==> config.mk <==
export PLATFORM = sky130hd
export DESIGN_NAME = sfmt_tables
export DESIGN_NICKNAME = d
export VERILOG_FILES = /design/src/sfmt_pkg.sv /design/src/sfmt_mem.sv /design/src/sfmt_offset.sv /design/src/sfmt_tables.sv
export SDC_FILE = /design/constraint.sdc
export NUM_CORES = 2
export LEC_CHECK = 0
export BUFFER_PORTS_ARGS = -buffer_cell sky130_fd_sc_hd__buf_4
export CAP_MARGIN = 20
export CORE_ASPECT_RATIO = 2
export CORE_UTILIZATION = 49
export DETAILED_ROUTE_END_ITERATION = 12
export SKIP_LAST_GASP = 1
export SYNTH_ARGS = -nofsm -noshare
export SYNTH_HDL_FRONTEND = slang
export SYNTH_SLANG_ARGS = --single-unit
==> constraint.sdc <==
create_clock -name i_clk -period 10 [get_ports i_clk]
set_input_delay 1 -clock i_clk [delete_from_list [all_inputs] [get_ports i_clk]]
set_output_delay 1 -clock i_clk [all_outputs]
set_load 0.02 [all_outputs]
==> src/sfmt_pkg.sv <==
// Purpose: constants for the sync frame measurement tables
// Assumes: 16-bit register port, byte offsets as printed
// Notes: tables are read-only to software
package sfmt_pkg;
    localparam logic [9:0] SFMT_EVEN_CNT_OFF = 10'h33C;
    localparam logic [9:0] SFMT_ODD_CNT_OFF = 10'h33E;
    localparam logic [9:0] SFMT_EVEN_A_OFF = 10'h340;
    localparam logic [9:0] SFMT_EVEN_B_OFF = 10'h360;
    localparam logic [9:0] SFMT_EVEN_ID_OFF = 10'h380;
    localparam logic [9:0] SFMT_ODD_A_OFF = 10'h3A0;
    localparam logic [9:0] SFMT_ODD_B_OFF = 10'h3C0;
    localparam logic [9:0] SFMT_ODD_ID_OFF = 10'h3E0;
    localparam int SFMT_ENTRIES = 16;
    localparam int SFMT_IDX_W = 4;
    localparam int SFMT_ID_W = 11;
    localparam int SFMT_TIME_W = 16;
    localparam logic [15:0] SFMT_OFFSET_TRIM = 16'h0004;
    localparam logic [15:0] SFMT_INVALID_TIME = 16'h0000;
    localparam logic [3:0] SFMT_CNT_NONSYNC = 4'h0;
    localparam logic [3:0] SFMT_CNT_SYNC = 4'h1;
    // table select codes for the shared memory
    localparam logic [2:0] SFMT_T_EVEN_A = 3'h0;
    localparam logic [2:0] SFMT_T_EVEN_B = 3'h1;
    localparam logic [2:0] SFMT_T_EVEN_ID = 3'h2;
    localparam logic [2:0] SFMT_T_ODD_A = 3'h3;
    localparam logic [2:0] SFMT_T_ODD_B = 3'h4;
    localparam logic [2:0] SFMT_T_ODD_ID = 3'h5;
endpackage : sfmt_pkg

==> src/sfmt_mem.sv <==
// Purpose: small table memory with registered read data
// Assumes: one write port, one read port, same clock
// Notes: no reset on contents; unwritten words are undefined
`timescale 1ns/10ps
`default_nettype none
module sfmt_mem #(
    parameter int DATA_W = 16,
    parameter int ADDR_W = 7
) (
    input wire logic i_clk,
    input wire logic i_ce,
    input wire logic i_we,
    input wire logic [ADDR_W-1:0] i_waddr,
    input wire logic [DATA_W-1:0] i_wdata,
    input wire logic [ADDR_W-1:0] i_raddr,
    output logic [DATA_W-1:0] o_rdata
);
    logic [DATA_W-1:0] mem [0:(1<<ADDR_W)-1];
    always_ff @(posedge i_clk) begin
        if (i_ce && i_we) begin
            mem[i_waddr] <= i_wdata;
        end
    end
    always_ff @(posedge i_clk) begin
        if (i_ce) begin
            o_rdata <= mem[i_raddr];
        end
    end
endmodule : sfmt_mem
`default_nettype wire

==> src/sfmt_offset.sv <==
// Purpose: nominal arrival offset for the own sync frame entry
// Assumes: configuration words stable while the result is used
// Notes: registered result, one cycle behind the inputs
`timescale 1ns/10ps
`default_nettype none
module sfmt_offset
    import sfmt_pkg::*;
(
    input wire logic i_clk,
    input wire logic i_rst_b,
    input wire logic i_ce,
    input wire logic [15:0] i_nominal_macrotick_length,
    input wire logic [15:0] i_action_point_offset,
    input wire logic [15:0] i_start_sequence_length,
    input wire logic [15:0] i_bit_duration,
    input wire logic [15:0] i_delay_comp_chan_a,
    input wire logic [15:0] i_delay_comp_chan_b,
    output logic [15:0] o_offset
);
    logic [31:0] ap_prod;
    logic [31:0] tss_prod;
    logic [15:0] max_dc;
    logic [31:0] diff;
    assign ap_prod = i_nominal_macrotick_length * i_action_point_offset;
    assign tss_prod = i_start_sequence_length * i_bit_duration;
    assign max_dc = (i_delay_comp_chan_a > i_delay_comp_chan_b) ?
                    i_delay_comp_chan_a : i_delay_comp_chan_b;
    assign diff = ap_prod - tss_prod - {16'h0000, max_dc} - {16'h0000, SFMT_OFFSET_TRIM};
    always_ff @(posedge i_clk) begin
        if (!i_rst_b) begin
            o_offset <= 16'h0000;
        end else if (i_ce) begin
            o_offset <= diff[15:0];
        end
    end
endmodule : sfmt_offset
`default_nettype wire

==> src/sfmt_tables.sv <==
// Purpose: sync frame identifier, arrival and count tables per cycle parity
// Assumes: protocol engine supplies one-cycle event pulses on i_clk
// Notes: all table locations are read-only; software writes are ignored
//
// Added by the designer: strobed register access.
`timescale 1ns/10ps
`default_nettype none
module sfmt_tables
    import sfmt_pkg::*;
#(
    parameter int ENTRIES = SFMT_ENTRIES
) (
    input wire logic i_clk,
    input wire logic i_rst_b,
    input wire logic i_ce,
    // register port
    input wire logic [9:0] i_addr,
    input wire logic [15:0] i_wdata,
    input wire logic i_wr,
    input wire logic i_rd,
    output logic [15:0] o_rdata,
    // configuration
    input wire logic i_sync_transmit_config,
    input wire logic [10:0] i_own_sync_id,
    input wire logic i_filter_enable,
    input wire logic [15:0] i_nominal_macrotick_length,
    input wire logic [15:0] i_action_point_offset,
    input wire logic [15:0] i_start_sequence_length,
    input wire logic [15:0] i_bit_duration,
    input wire logic [15:0] i_delay_comp_chan_a,
    input wire logic [15:0] i_delay_comp_chan_b,
    // protocol state events
    input wire logic i_enter_sched_init,
    input wire logic i_enter_coll_resolve,
    input wire logic i_normal_op,
    input wire logic i_odd_nit_start,
    input wire logic i_even_cycle_end,
    input wire logic i_cycle_odd,
    // received sync frame, one pulse at end of slot
    input wire logic i_frame_valid,
    input wire logic i_frame_static,
    input wire logic [10:0] i_frame_id,
    input wire logic i_frame_ok_a,
    input wire logic i_frame_ok_b,
    input wire logic [15:0] i_arrival_a,
    input wire logic [15:0] i_arrival_b,
    input wire logic i_filter_pass,
    // status
    output logic [3:0] o_even_count,
    output logic [3:0] o_odd_count
);
    // ==========================================================
    // types and state
    typedef enum logic [3:0] {
        SFMT_IDLE = 4'b0001,
        SFMT_OWN_A = 4'b0010,
        SFMT_OWN_B = 4'b0100,
        SFMT_OWN_ID = 4'b1000
    } sfmt_wr_e;

    sfmt_wr_e wr_state_reg;
    sfmt_wr_e wr_state_next;
    logic [3:0] even_cnt_reg;
    logic [3:0] odd_cnt_reg;
    logic own_odd_reg;
    logic own_both_reg;
    logic [15:0] own_offset;
    logic [15:0] fr_time_a_reg;
    logic [15:0] fr_time_b_reg;
    logic [10:0] fr_id_reg;
    logic fr_odd_reg;
    logic [3:0] fr_idx_reg;
    logic [1:0] fr_phase_reg;
    logic accept;
    logic clr_even;
    logic clr_odd;
    logic [3:0] clr_value;
    logic mem_we;
    logic [6:0] mem_waddr;
    logic [15:0] mem_wdata;
    logic [6:0] mem_raddr;
    logic [15:0] mem_rdata;
    logic rd_d_reg;
    logic rd_cnt_reg;
    logic [15:0] rd_cnt_val_reg;

    function automatic logic [6:0] sfmt_addr(input logic [2:0] tsel, input logic [3:0] idx);
        sfmt_addr = {tsel, idx};
    endfunction : sfmt_addr

    // ==========================================================
    // acceptance and clearing
    // filter gate
    assign accept = i_frame_valid && i_frame_static && (i_frame_ok_a || i_frame_ok_b) &&
                    (!i_filter_enable || i_filter_pass);
    assign clr_even = i_enter_sched_init || i_enter_coll_resolve ||
                      (i_normal_op && i_odd_nit_start);
    assign clr_odd = i_enter_sched_init || i_enter_coll_resolve ||
                     (i_normal_op && i_even_cycle_end);
    assign clr_value = i_sync_transmit_config ? SFMT_CNT_SYNC : SFMT_CNT_NONSYNC;

    sfmt_offset u_offset (
        .i_clk(i_clk),
        .i_rst_b(i_rst_b),
        .i_ce(i_ce),
        .i_nominal_macrotick_length(i_nominal_macrotick_length),
        .i_action_point_offset(i_action_point_offset),
        .i_start_sequence_length(i_start_sequence_length),
        .i_bit_duration(i_bit_duration),
        .i_delay_comp_chan_a(i_delay_comp_chan_a),
        .i_delay_comp_chan_b(i_delay_comp_chan_b),
        .o_offset(own_offset)
    );

    // ==========================================================
    // counters
    // per parity count
    always_ff @(posedge i_clk) begin
        if (!i_rst_b) begin
            even_cnt_reg <= SFMT_CNT_NONSYNC;
        end else if (i_ce) begin
            // a clear and a frame in one cycle: clear wins, frame belongs to the old cycle
            if (clr_even) begin
                even_cnt_reg <= clr_value;
            end else if (accept && !i_cycle_odd && even_cnt_reg != 4'hF) begin
                even_cnt_reg <= even_cnt_reg + 4'h1;
            end
        end
    end

    always_ff @(posedge i_clk) begin
        if (!i_rst_b) begin
            odd_cnt_reg <= SFMT_CNT_NONSYNC;
        end else if (i_ce) begin
            if (clr_odd) begin
                odd_cnt_reg <= clr_value;
            end else if (accept && i_cycle_odd && odd_cnt_reg != 4'hF) begin
                odd_cnt_reg <= odd_cnt_reg + 4'h1;
            end
        end
    end

    assign o_even_count = even_cnt_reg;
    assign o_odd_count = odd_cnt_reg;

    // ==========================================================
    // table writer: own entry sequence, then frame writes
    always_ff @(posedge i_clk) begin
        if (!i_rst_b) begin
            own_odd_reg <= 1'b0;
            own_both_reg <= 1'b0;
        end else if (i_ce && i_sync_transmit_config && (clr_even || clr_odd)) begin
            own_odd_reg <= clr_odd && !clr_even;
            own_both_reg <= clr_odd && clr_even;
        end else if (i_ce && wr_state_reg == SFMT_OWN_ID) begin
            // both counts cleared: even entry first, then a second pass for odd
            own_odd_reg <= own_both_reg;
            own_both_reg <= 1'b0;
        end
    end

    always_comb begin
        wr_state_next = wr_state_reg;
        case (wr_state_reg)
            SFMT_IDLE: begin
                if (i_sync_transmit_config && (clr_even || clr_odd)) begin
                    wr_state_next = SFMT_OWN_A;
                end
            end
            SFMT_OWN_A: wr_state_next = SFMT_OWN_B;
            SFMT_OWN_B: wr_state_next = SFMT_OWN_ID;
            SFMT_OWN_ID: wr_state_next = own_both_reg ? SFMT_OWN_A : SFMT_IDLE;
            default: wr_state_next = SFMT_IDLE;
        endcase
    end

    always_ff @(posedge i_clk) begin
        if (!i_rst_b) begin
            wr_state_reg <= SFMT_IDLE;
        end else if (i_ce) begin
            wr_state_reg <= wr_state_next;
        end
    end

    // captured frame, written over three cycles (A, B, id)
    always_ff @(posedge i_clk) begin
        if (!i_rst_b) begin
            fr_phase_reg <= 2'h0;
            fr_time_a_reg <= 16'h0000;
            fr_time_b_reg <= 16'h0000;
            fr_id_reg <= 11'h000;
            fr_odd_reg <= 1'b0;
            fr_idx_reg <= 4'h0;
        end else if (i_ce) begin
            // a frame dropped by a clear must not land in the fresh table
            if (accept && !(i_cycle_odd ? clr_odd : clr_even) &&
                !(i_cycle_odd ? odd_cnt_reg == 4'hF : even_cnt_reg == 4'hF)) begin
                fr_phase_reg <= 2'h1;
                fr_time_a_reg <= i_frame_ok_a ? i_arrival_a : SFMT_INVALID_TIME;
                fr_time_b_reg <= i_frame_ok_b ? i_arrival_b : SFMT_INVALID_TIME;
                fr_id_reg <= i_frame_id;
                fr_odd_reg <= i_cycle_odd;
                fr_idx_reg <= i_cycle_odd ? odd_cnt_reg : even_cnt_reg;
            end else if (fr_phase_reg != 2'h0 && wr_state_reg == SFMT_IDLE) begin
                fr_phase_reg <= (fr_phase_reg == 2'h3) ? 2'h0 : fr_phase_reg + 2'h1;
            end
        end
    end

    always_comb begin
        mem_we = 1'b0;
        mem_waddr = 7'h00;
        mem_wdata = 16'h0000;
        case (wr_state_reg)
            SFMT_OWN_A: begin
                mem_we = 1'b1;
                mem_waddr = sfmt_addr(own_odd_reg ? SFMT_T_ODD_A : SFMT_T_EVEN_A, 4'h0);
                mem_wdata = own_offset;
            end
            SFMT_OWN_B: begin
                mem_we = 1'b1;
                mem_waddr = sfmt_addr(own_odd_reg ? SFMT_T_ODD_B : SFMT_T_EVEN_B, 4'h0);
                mem_wdata = own_offset;
            end
            SFMT_OWN_ID: begin
                mem_we = 1'b1;
                mem_waddr = sfmt_addr(own_odd_reg ? SFMT_T_ODD_ID : SFMT_T_EVEN_ID, 4'h0);
                mem_wdata = {5'h00, i_own_sync_id};
            end
            SFMT_IDLE: begin
                if (fr_phase_reg == 2'h1) begin
                    mem_we = 1'b1;
                    mem_waddr = sfmt_addr(fr_odd_reg ? SFMT_T_ODD_A : SFMT_T_EVEN_A, fr_idx_reg);
                    mem_wdata = fr_time_a_reg;
                end else if (fr_phase_reg == 2'h2) begin
                    mem_we = 1'b1;
                    mem_waddr = sfmt_addr(fr_odd_reg ? SFMT_T_ODD_B : SFMT_T_EVEN_B, fr_idx_reg);
                    mem_wdata = fr_time_b_reg;
                end else if (fr_phase_reg == 2'h3) begin
                    mem_we = 1'b1;
                    mem_waddr = sfmt_addr(fr_odd_reg ? SFMT_T_ODD_ID : SFMT_T_EVEN_ID,
                                          fr_idx_reg);
                    mem_wdata = {5'h00, fr_id_reg};
                end
            end
            default: begin
                mem_we = 1'b0;
            end
        endcase
    end

    // ==========================================================
    // register read port
    always_comb begin
        mem_raddr = 7'h7F;
        if (i_addr >= SFMT_EVEN_A_OFF && i_addr < SFMT_EVEN_B_OFF) begin
            mem_raddr = sfmt_addr(SFMT_T_EVEN_A, i_addr[4:1]);
        end else if (i_addr >= SFMT_EVEN_B_OFF && i_addr < SFMT_EVEN_ID_OFF) begin
            mem_raddr = sfmt_addr(SFMT_T_EVEN_B, i_addr[4:1]);
        end else if (i_addr >= SFMT_EVEN_ID_OFF && i_addr < SFMT_ODD_A_OFF) begin
            mem_raddr = sfmt_addr(SFMT_T_EVEN_ID, i_addr[4:1]);
        end else if (i_addr >= SFMT_ODD_A_OFF && i_addr < SFMT_ODD_B_OFF) begin
            mem_raddr = sfmt_addr(SFMT_T_ODD_A, i_addr[4:1]);
        end else if (i_addr >= SFMT_ODD_B_OFF && i_addr < SFMT_ODD_ID_OFF) begin
            mem_raddr = sfmt_addr(SFMT_T_ODD_B, i_addr[4:1]);
        end else if (i_addr >= SFMT_ODD_ID_OFF) begin
            mem_raddr = sfmt_addr(SFMT_T_ODD_ID, i_addr[4:1]);
        end
    end

    sfmt_mem #(.DATA_W(16), .ADDR_W(7)) u_mem (
        .i_clk(i_clk),
        .i_ce(i_ce),
        .i_we(mem_we),
        .i_waddr(mem_waddr),
        .i_wdata(mem_wdata),
        .i_raddr(mem_raddr),
        .o_rdata(mem_rdata)
    );

    always_ff @(posedge i_clk) begin
        if (!i_rst_b) begin
            rd_d_reg <= 1'b0;
            rd_cnt_reg <= 1'b0;
            rd_cnt_val_reg <= 16'h0000;
        end else if (i_ce) begin
            rd_d_reg <= i_rd && i_addr >= SFMT_EVEN_A_OFF && !i_addr[0];
            rd_cnt_reg <= i_rd && (i_addr == SFMT_EVEN_CNT_OFF || i_addr == SFMT_ODD_CNT_OFF);
            rd_cnt_val_reg <= {12'h000,
                               (i_addr == SFMT_ODD_CNT_OFF) ? odd_cnt_reg : even_cnt_reg};
        end
    end

    assign o_rdata = rd_cnt_reg ? rd_cnt_val_reg : (rd_d_reg ? mem_rdata : 16'h0000);

    logic unused_ok;
    assign unused_ok = i_wr ^ (^i_wdata);
endmodule : sfmt_tables
`default_nettype wire

# ---- Yosys cells after proc, flatten, opt, wreduce, memory -nomap -nowiden
# Memories as Yosys holds them, arrays and structs flattened. A register that Yosys moved wholly into a read port is not among the register bits.
# Index checks and enable logic that the tools add are counted.
# W data, S select, Z words.
dict set report op_classes {
  add_sub_neg 6
  mul 2
  magnitude_cmp 12
  eq_ne 14
  n_mux 50
  reduce_logical 52
}
# cell n
set ops {}
lappend ops {{$mux W16} 7}
lappend ops {{$ge A10 B10 Y1 const B} 6}
lappend ops {{$lt A10 B10 Y1 const B} 5}
lappend ops {{$mux W7} 7}
lappend ops {{$pmux W16 S3} 1}
lappend ops {{$mul A16 B16 Y16} 2}
lappend ops {{$sub A16 B16 Y16} 2}
lappend ops {{$mux W4} 7}
lappend ops {{$pmux W7 S4} 1}
lappend ops {{$logic_and A1 B1 Y1} 27}
lappend ops {{$eq A10 B10 Y1 const B} 2}
lappend ops {{$gt A16 B16 Y1} 1}
lappend ops {{$pmux W4 S4} 1}
lappend ops {{$sub A16 B3 Y16 const B} 1}
lappend ops {{$eq A4 B4 Y1 const B} 3}
lappend ops {{$mux W1} 12}
lappend ops {{$mux W2} 6}
lappend ops {{$mux W3} 4}
lappend ops {{$mux W6} 2}
lappend ops {{$mux W11} 1}
lappend ops {{$reduce_and A2 Y1} 5}
lappend ops {{$reduce_bool A2 Y1} 5}
lappend ops {{$add A4 B1 Y4 const B} 2}
lappend ops {{$ne A4 B4 Y1 const B} 2}
lappend ops {{12 further kinds} 24}
dict set report word_totals {
  regBits 86
  mem_bits_rw 2048
  input_bits 194
  out_inout_bits 24
  wordCells 152
  memories 1
}
# memory words width rd rd_clocked_by_memory_dff write_ports line
set mem_list {}
lappend mem_list {u_mem.mem 128 16 1 1 1 sfmt_mem.sv:18} ;# logic [DATA_W-1:0] mem [0:(1<<ADDR_W)-1];

# ---- Depth between registers and ports, before layout
dict set report logic_depth {
  word_depth 8
  mapped_depth 35
  ltp_nobuf 33
}

# ---- Hierarchy
# A second synthesis with hierarchy kept.
dict set report hier_totals {
  hier_cells 4720
  area_unflattened_um2 92612.6
}
# mod instances cells_each area_each_um2 seq_area_each_um2
set modules_own_cells {}
lappend modules_own_cells {sfmt_mem 1 3084 78690.5 61979.4}
lappend modules_own_cells {sfmt_offset 1 1099 9989.6 320.3}
lappend modules_own_cells {sfmt_tables 1 537 3932.5 1401.3}

# ---- Worst setup path after synthesis
# OpenSTA, ideal clock, no wires.
dict set report synth_timing {
  path_type {input to register}
  from {input port i_delay_comp_chan_b[7]}
  to {register u_offset.o_offset[15]}
  setup_time_ns 0.116
  t_arrival_ns 7.681
  t_required_ns 9.884
  slack_ns 2.203
  cell_stages 35
  path_buffers 2
  path_cell_list {inv_1 > ha_1 > nand2_1 > o21ai_0 > nor2_1 > a21oi_1 > nor2_1 > nor2_1 > o21a_1 > clkbuf_1 > clkbuf_1 > nand2_1 > o21ai_0 > ha_1 > ha_1 > fa_1 > fa_1 > inv_1 > fa_1 > inv_1 > fa_1 > inv_1 > fa_1 > inv_1 > fa_1 > xnor2_1 > xnor2_1 > xnor2_1 > xnor2_1 > xnor2_1 > xnor3_1 > xnor2_1 > xnor2_1 > mux2i_1 > nor2b_1}
}
dict set report synth_via {
  elab_chain_cells 4
}
# element line
set synth_lines {}
lappend synth_lines {{start, declared} sfmt_tables.sv:31} ;# input wire logic [15:0] i_delay_comp_chan_b,
lappend synth_lines {{$gt A16 B16 Y1} sfmt_offset.sv:26} ;# assign max_dc = (i_delay_comp_chan_a > i_delay_comp_chan_b) ?
lappend synth_lines {{$mux W16 (*)} sfmt_offset.sv:26}
lappend synth_lines {{$sub A16 B16 Y16 (*)} sfmt_offset.sv:28} ;# assign diff = ap_prod - tss_prod - {16'h0000, max_dc} - {16'h0000, SFMT_OFFSET_TRIM};
lappend synth_lines {{$sub A16 B3 Y16 (*)} sfmt_offset.sv:28}
lappend synth_lines {{end signal, assigned} sfmt_offset.sv:33} ;# o_offset <= diff[15:0];
lappend synth_lines {{end, declared} sfmt_offset.sv:18} ;# output logic [15:0] o_offset
# Every way passes the cells marked *; elsewhere a longest branch is shown, timed or not.
# A chain may end at the register's enable or synchronous reset.

# ---- Final worst setup path
dict set report layout_timing {
  from {input port i_delay_comp_chan_a[7]}
  to {register u_offset.o_offset[15]}
}
dict set report layout_via {
  elab_chain_cells 4
}
# element line
set layout_lines {}
lappend layout_lines {{start, declared} sfmt_tables.sv:30} ;# input wire logic [15:0] i_delay_comp_chan_a,
lappend layout_lines {{$gt A16 B16 Y1} sfmt_offset.sv:26}
lappend layout_lines {{$mux W16 (*)} sfmt_offset.sv:26}
lappend layout_lines {{$sub A16 B16 Y16 (*)} sfmt_offset.sv:28}
lappend layout_lines {{$sub A16 B3 Y16 (*)} sfmt_offset.sv:28}
# Marks and branches as above.

==> summary.md <==
| Metric | Value |
|---|---|
| Status | `completed` |
| Cell taking the most area after synthesis | `edfxtp_1` |
| Seq/Total Area, Yosys | `0.690` |
| Critical path's largest stage delay | `0.95 ns` |
| Post-synth top area share | `0.671` |
| Synth Instances | `5499` |
| Pwr dens | `259 nW/µm²` |
| Most common cell on crit path | `xnor2_1` |
| ANT nets after route | `0` |
| Async set-reset flop share out of synthesis | `0` |
| 1st-pass router iterations | `5` |
| DR vias | `51600` |
| Area grow syn2layout | `13.9%` |
| Mapped Area | `92300 µm²` |
| Largest net degree at the start of global routing | `170` |
| Seq cells post-synth | `2150` |
| H-tree level count | `4` |
| Per-cell routed wire length | `27.1 µm` |
| WHS | `0.418 ns` |
| Vias per inst | `5.83` |
| Storage cell area | `63700 µm²` |
| Share of cells above drive strength 1 | `0.166` |
| Sink Count | `2150` |
| Max-slew violations | `0` |
| Reg-to-reg setup timing slack | `5.00 ns` |
| Final min period | `8.86 ns` |
| Top_reg_cell synth | `edfxtp_1` |
| M3 GR Usage | `0.0285` |
| Crit path max fanout | `14` |
| Synth area leaders | `edfxtp_1 (67%), mux4_2 (9.4%), fa_1 (4.5%)` |
| Number of flops mapped to enable cells by yosys | `2064` |
| Relative slew margins | `0.189` |
| First-pass GRT wire length | `349000 µm` |
| Setup Buffers After CTS | `0` |
| Top-level port count | `218` |
| Clk root buf | `clkbuf_16` |
| Arrival @ worst endpoint | `9.59 ns` |
| Grt met2 use | `0.466` |
| Core area | `187000 µm²` |
| Worst VDD drop | `0.817 mV` |
| Required time of the worst setup path | `10.74 ns` |
| Grt total ovfl | `0` |
| Most flop-heavy register | `u_mem.mem` |
| CTS Buf Count | `188` |
| Worst-path clk slew | `0.07 ns` |
| Fmax | `113 MHz` |
| CTS tree | `built` |
| Hold crit path type | `primary input to flop` |
| Max reg flops | `2048` |
| DP Wirelength | `150000 µm` |
| Full die area | `190000 µm²` |
| DRT iter0 DRCs | `4250` |
| Initial Util | `0.492` |
| Met1 usage | `0.280` |
| Setup Crit Path Kind | `primary input to flop` |
| Layout Skew | `0.0864 ns` |
| # rows | `225` |
| Initial antenna violation count | `2` |
| Syn Area/Cell | `16.8 µm²` |
| Final setup violation count | `0` |
| Layout Nets | `6744` |
| I/O Buffers | `200` |
| Netlist cell types | `58` |
| Critical path endpoint category | `flop` |
| Vias in the first global route | `53200` |
| Number of gates resized after cts | `0` |
| Max-cap violations | `0` |
| Die Y | `616 µm` |
| GRT Overall Usage | `0.254` |
| Worst-Skew Late Latency | `0.85 ns` |
| Final wirelength | `240000 µm` |
| Worst-Margin Slew | `1.22 ns` |
| RSZ-0062 raised after global routing | `false` |
| CTS max path bufs | `4` |
| GRT busiest layer | `met2` |
| Slowest library cell on the worst path | `o21ai_0` |
| Hold-fix buffers, CTS | `0` |
| Fillers | `14900` |
| DRC Markers | `0` |
| Final Hold Fails | `0` |
| Tcrit/Tclk final | `0.886` |
| Total negative slack | `0 ns` |
| Footprint of the multi-input gates | `28300 µm²` |
| Placer's final routability congestion estimate | `0.886` |
| Leakage | `36.5 nW` |
| Die W | `309 µm` |
| Yosys warnings | `0` |
| Startpoint types | `primary input` |
[area by class of cell]
type,instances,share of cell area
timing repair buffer,374,0.0291
clock buffer,230,0.0471
sequential,2150,0.606
inverter,274,0.00978
antenna,2,0.0000476
multi-input combinational,3223,0.269
tap,2497,0.0297
clock inverter,102,0.00972
[synth_stat cells, types with 12 or more instances]
cell,count
edfxtp_1,2064
nand2_1,429
mux4_2,384
o21ai_0,308
inv_1,274
clkbuf_1,261
o22ai_1,258
o221ai_1,256
fa_1,207
and2_1,155
ha_1,132
nor2_1,132
dfxtp_1,86
nand3_1,76
buf_2,72
xnor2_1,61
a21boi_0,52
a21oi_1,37
o21ai_1,34
mux2i_1,27
buf_1,26
nor2b_1,25
o211ai_1,18
a22o_1,16
xor2_1,14
a22oi_1,12
[power by group]
group          internal (mW)  total [mW]  switching [mW]
sequential              9.95        10.0          0.0488
clock                   4.04        7.23            3.20
combinational           4.18        10.0            5.82
total                   18.2        27.2            9.06
[logic make-up after synthesis]
| family | after synthesis | share of synthesized area |
|---|---|---|
| other | 1 | 0.0000406 |
| and+or+nand+nor | 860 | 0.0422 |
| adders and majority gates | 339 | 0.0628 |
| AOI/OAI and AO/OA | 1025 | 0.0738 |
| DFF | 2150 | 0.690 |
| buffers and inverters | 637 | 0.0271 |
| xor gates and xnor gates | 76 | 0.00736 |
| muxes | 411 | 0.0966 |
[metrics by stage]
stage | std cells | area (µm²) | total power [mW] | worst slack, ns | util
final | 8852 | 105000 | 27.2 | 1.14 | 0.561
after global routing | 8851 | 105000 | 28.7 | 0.938 | 0.561
after CTS | 8848 | 105000 | 27.5 | 1.47 | 0.561
after detailed placement | 8516 | 99100 | 20.3 | 0.665 | 0.529
after global placement | 8511 | 99000 | 20.2 | 0.707 | 0.528
after floorplan | 6010 | 94200 | 17.1 | 2.20 | -
[critical path, delay by kind of cell]
| kind | cells | cell delay (ns) |
|---|---|---|
| adder cells (fa/ha/maj) | 9 | 3.72 |
| AO/OA/AOI/OAI | 6 | 1.94 |
| XOR/XNOR | 8 | 1.94 |
| buffers and inverters | 6 | 0.57 |
| AND/OR/NAND/NOR | 3 | 0.31 |
| multiplexers | 1 | 0.10 |
[path summary, 6_finish.rpt]
check | startpoint | end | cells after the start
worst max-delay path | i_delay_comp_chan_a[7] | u_offset.o_offset[15] | 33
worst min-delay path | i_frame_id[6] | fr_id_reg[6] | 3
worst max register to register | fr_phase_reg[1] | u_mem.mem[60][0] | 12
worst min register to register | fr_time_b_reg[11] | fr_time_b_reg[11] | 2
[placed cells by master (no fill, tap or decap), types with 5 or more instances in the layout]
cell | synthesis | layout
nand4_1 | 9 | 9
a22oi_1 | 12 | 12
a32oi_1 | 5 | 5
xor2_1 | 14 | 14
bufinv_16 | 0 | 20
nor2b_1 | 25 | 25
mux4_2 | 384 | 384
buf_12 | 0 | 11
nor3_1 | 10 | 9
o211a_1 | 10 | 10
inv_1 | 274 | 274
a21oi_1 | 37 | 37
clkinv_1 | 0 | 40
clkinv_2 | 0 | 25
o21ai_4 | 0 | 16
mux2i_1 | 27 | 27
xnor2_1 | 61 | 61
a22o_1 | 16 | 16
clkinvlp_4 | 0 | 7
edfxtp_1 | 2064 | 2064
o22ai_1 | 258 | 258
o21ai_1 | 34 | 35
buf_16 | 0 | 5
clkbuf_1 | 261 | 36
nor2_1 | 132 | 116
ha_1 | 132 | 132
and2_1 | 155 | 155
a21boi_0 | 52 | 52
fa_1 | 207 | 207
conb_1 | 1 | 512
o21ai_0 | 308 | 291
o211ai_1 | 18 | 18
dfxtp_1 | 86 | 86
nor2_2 | 0 | 12
nand3_1 | 76 | 75
o221ai_1 | 256 | 256
clkbuf_16 | 0 | 191
buf_4 | 2 | 356
nand2_1 | 429 | 429
[per-layer routing]
layer  up-vias  share of wire
met5         -              0
met4         0          0.067
met3       585          0.051
met2      1807           0.54
met1     26800           0.34
li1      22400              -
Power figures use the tool's default switching activity.
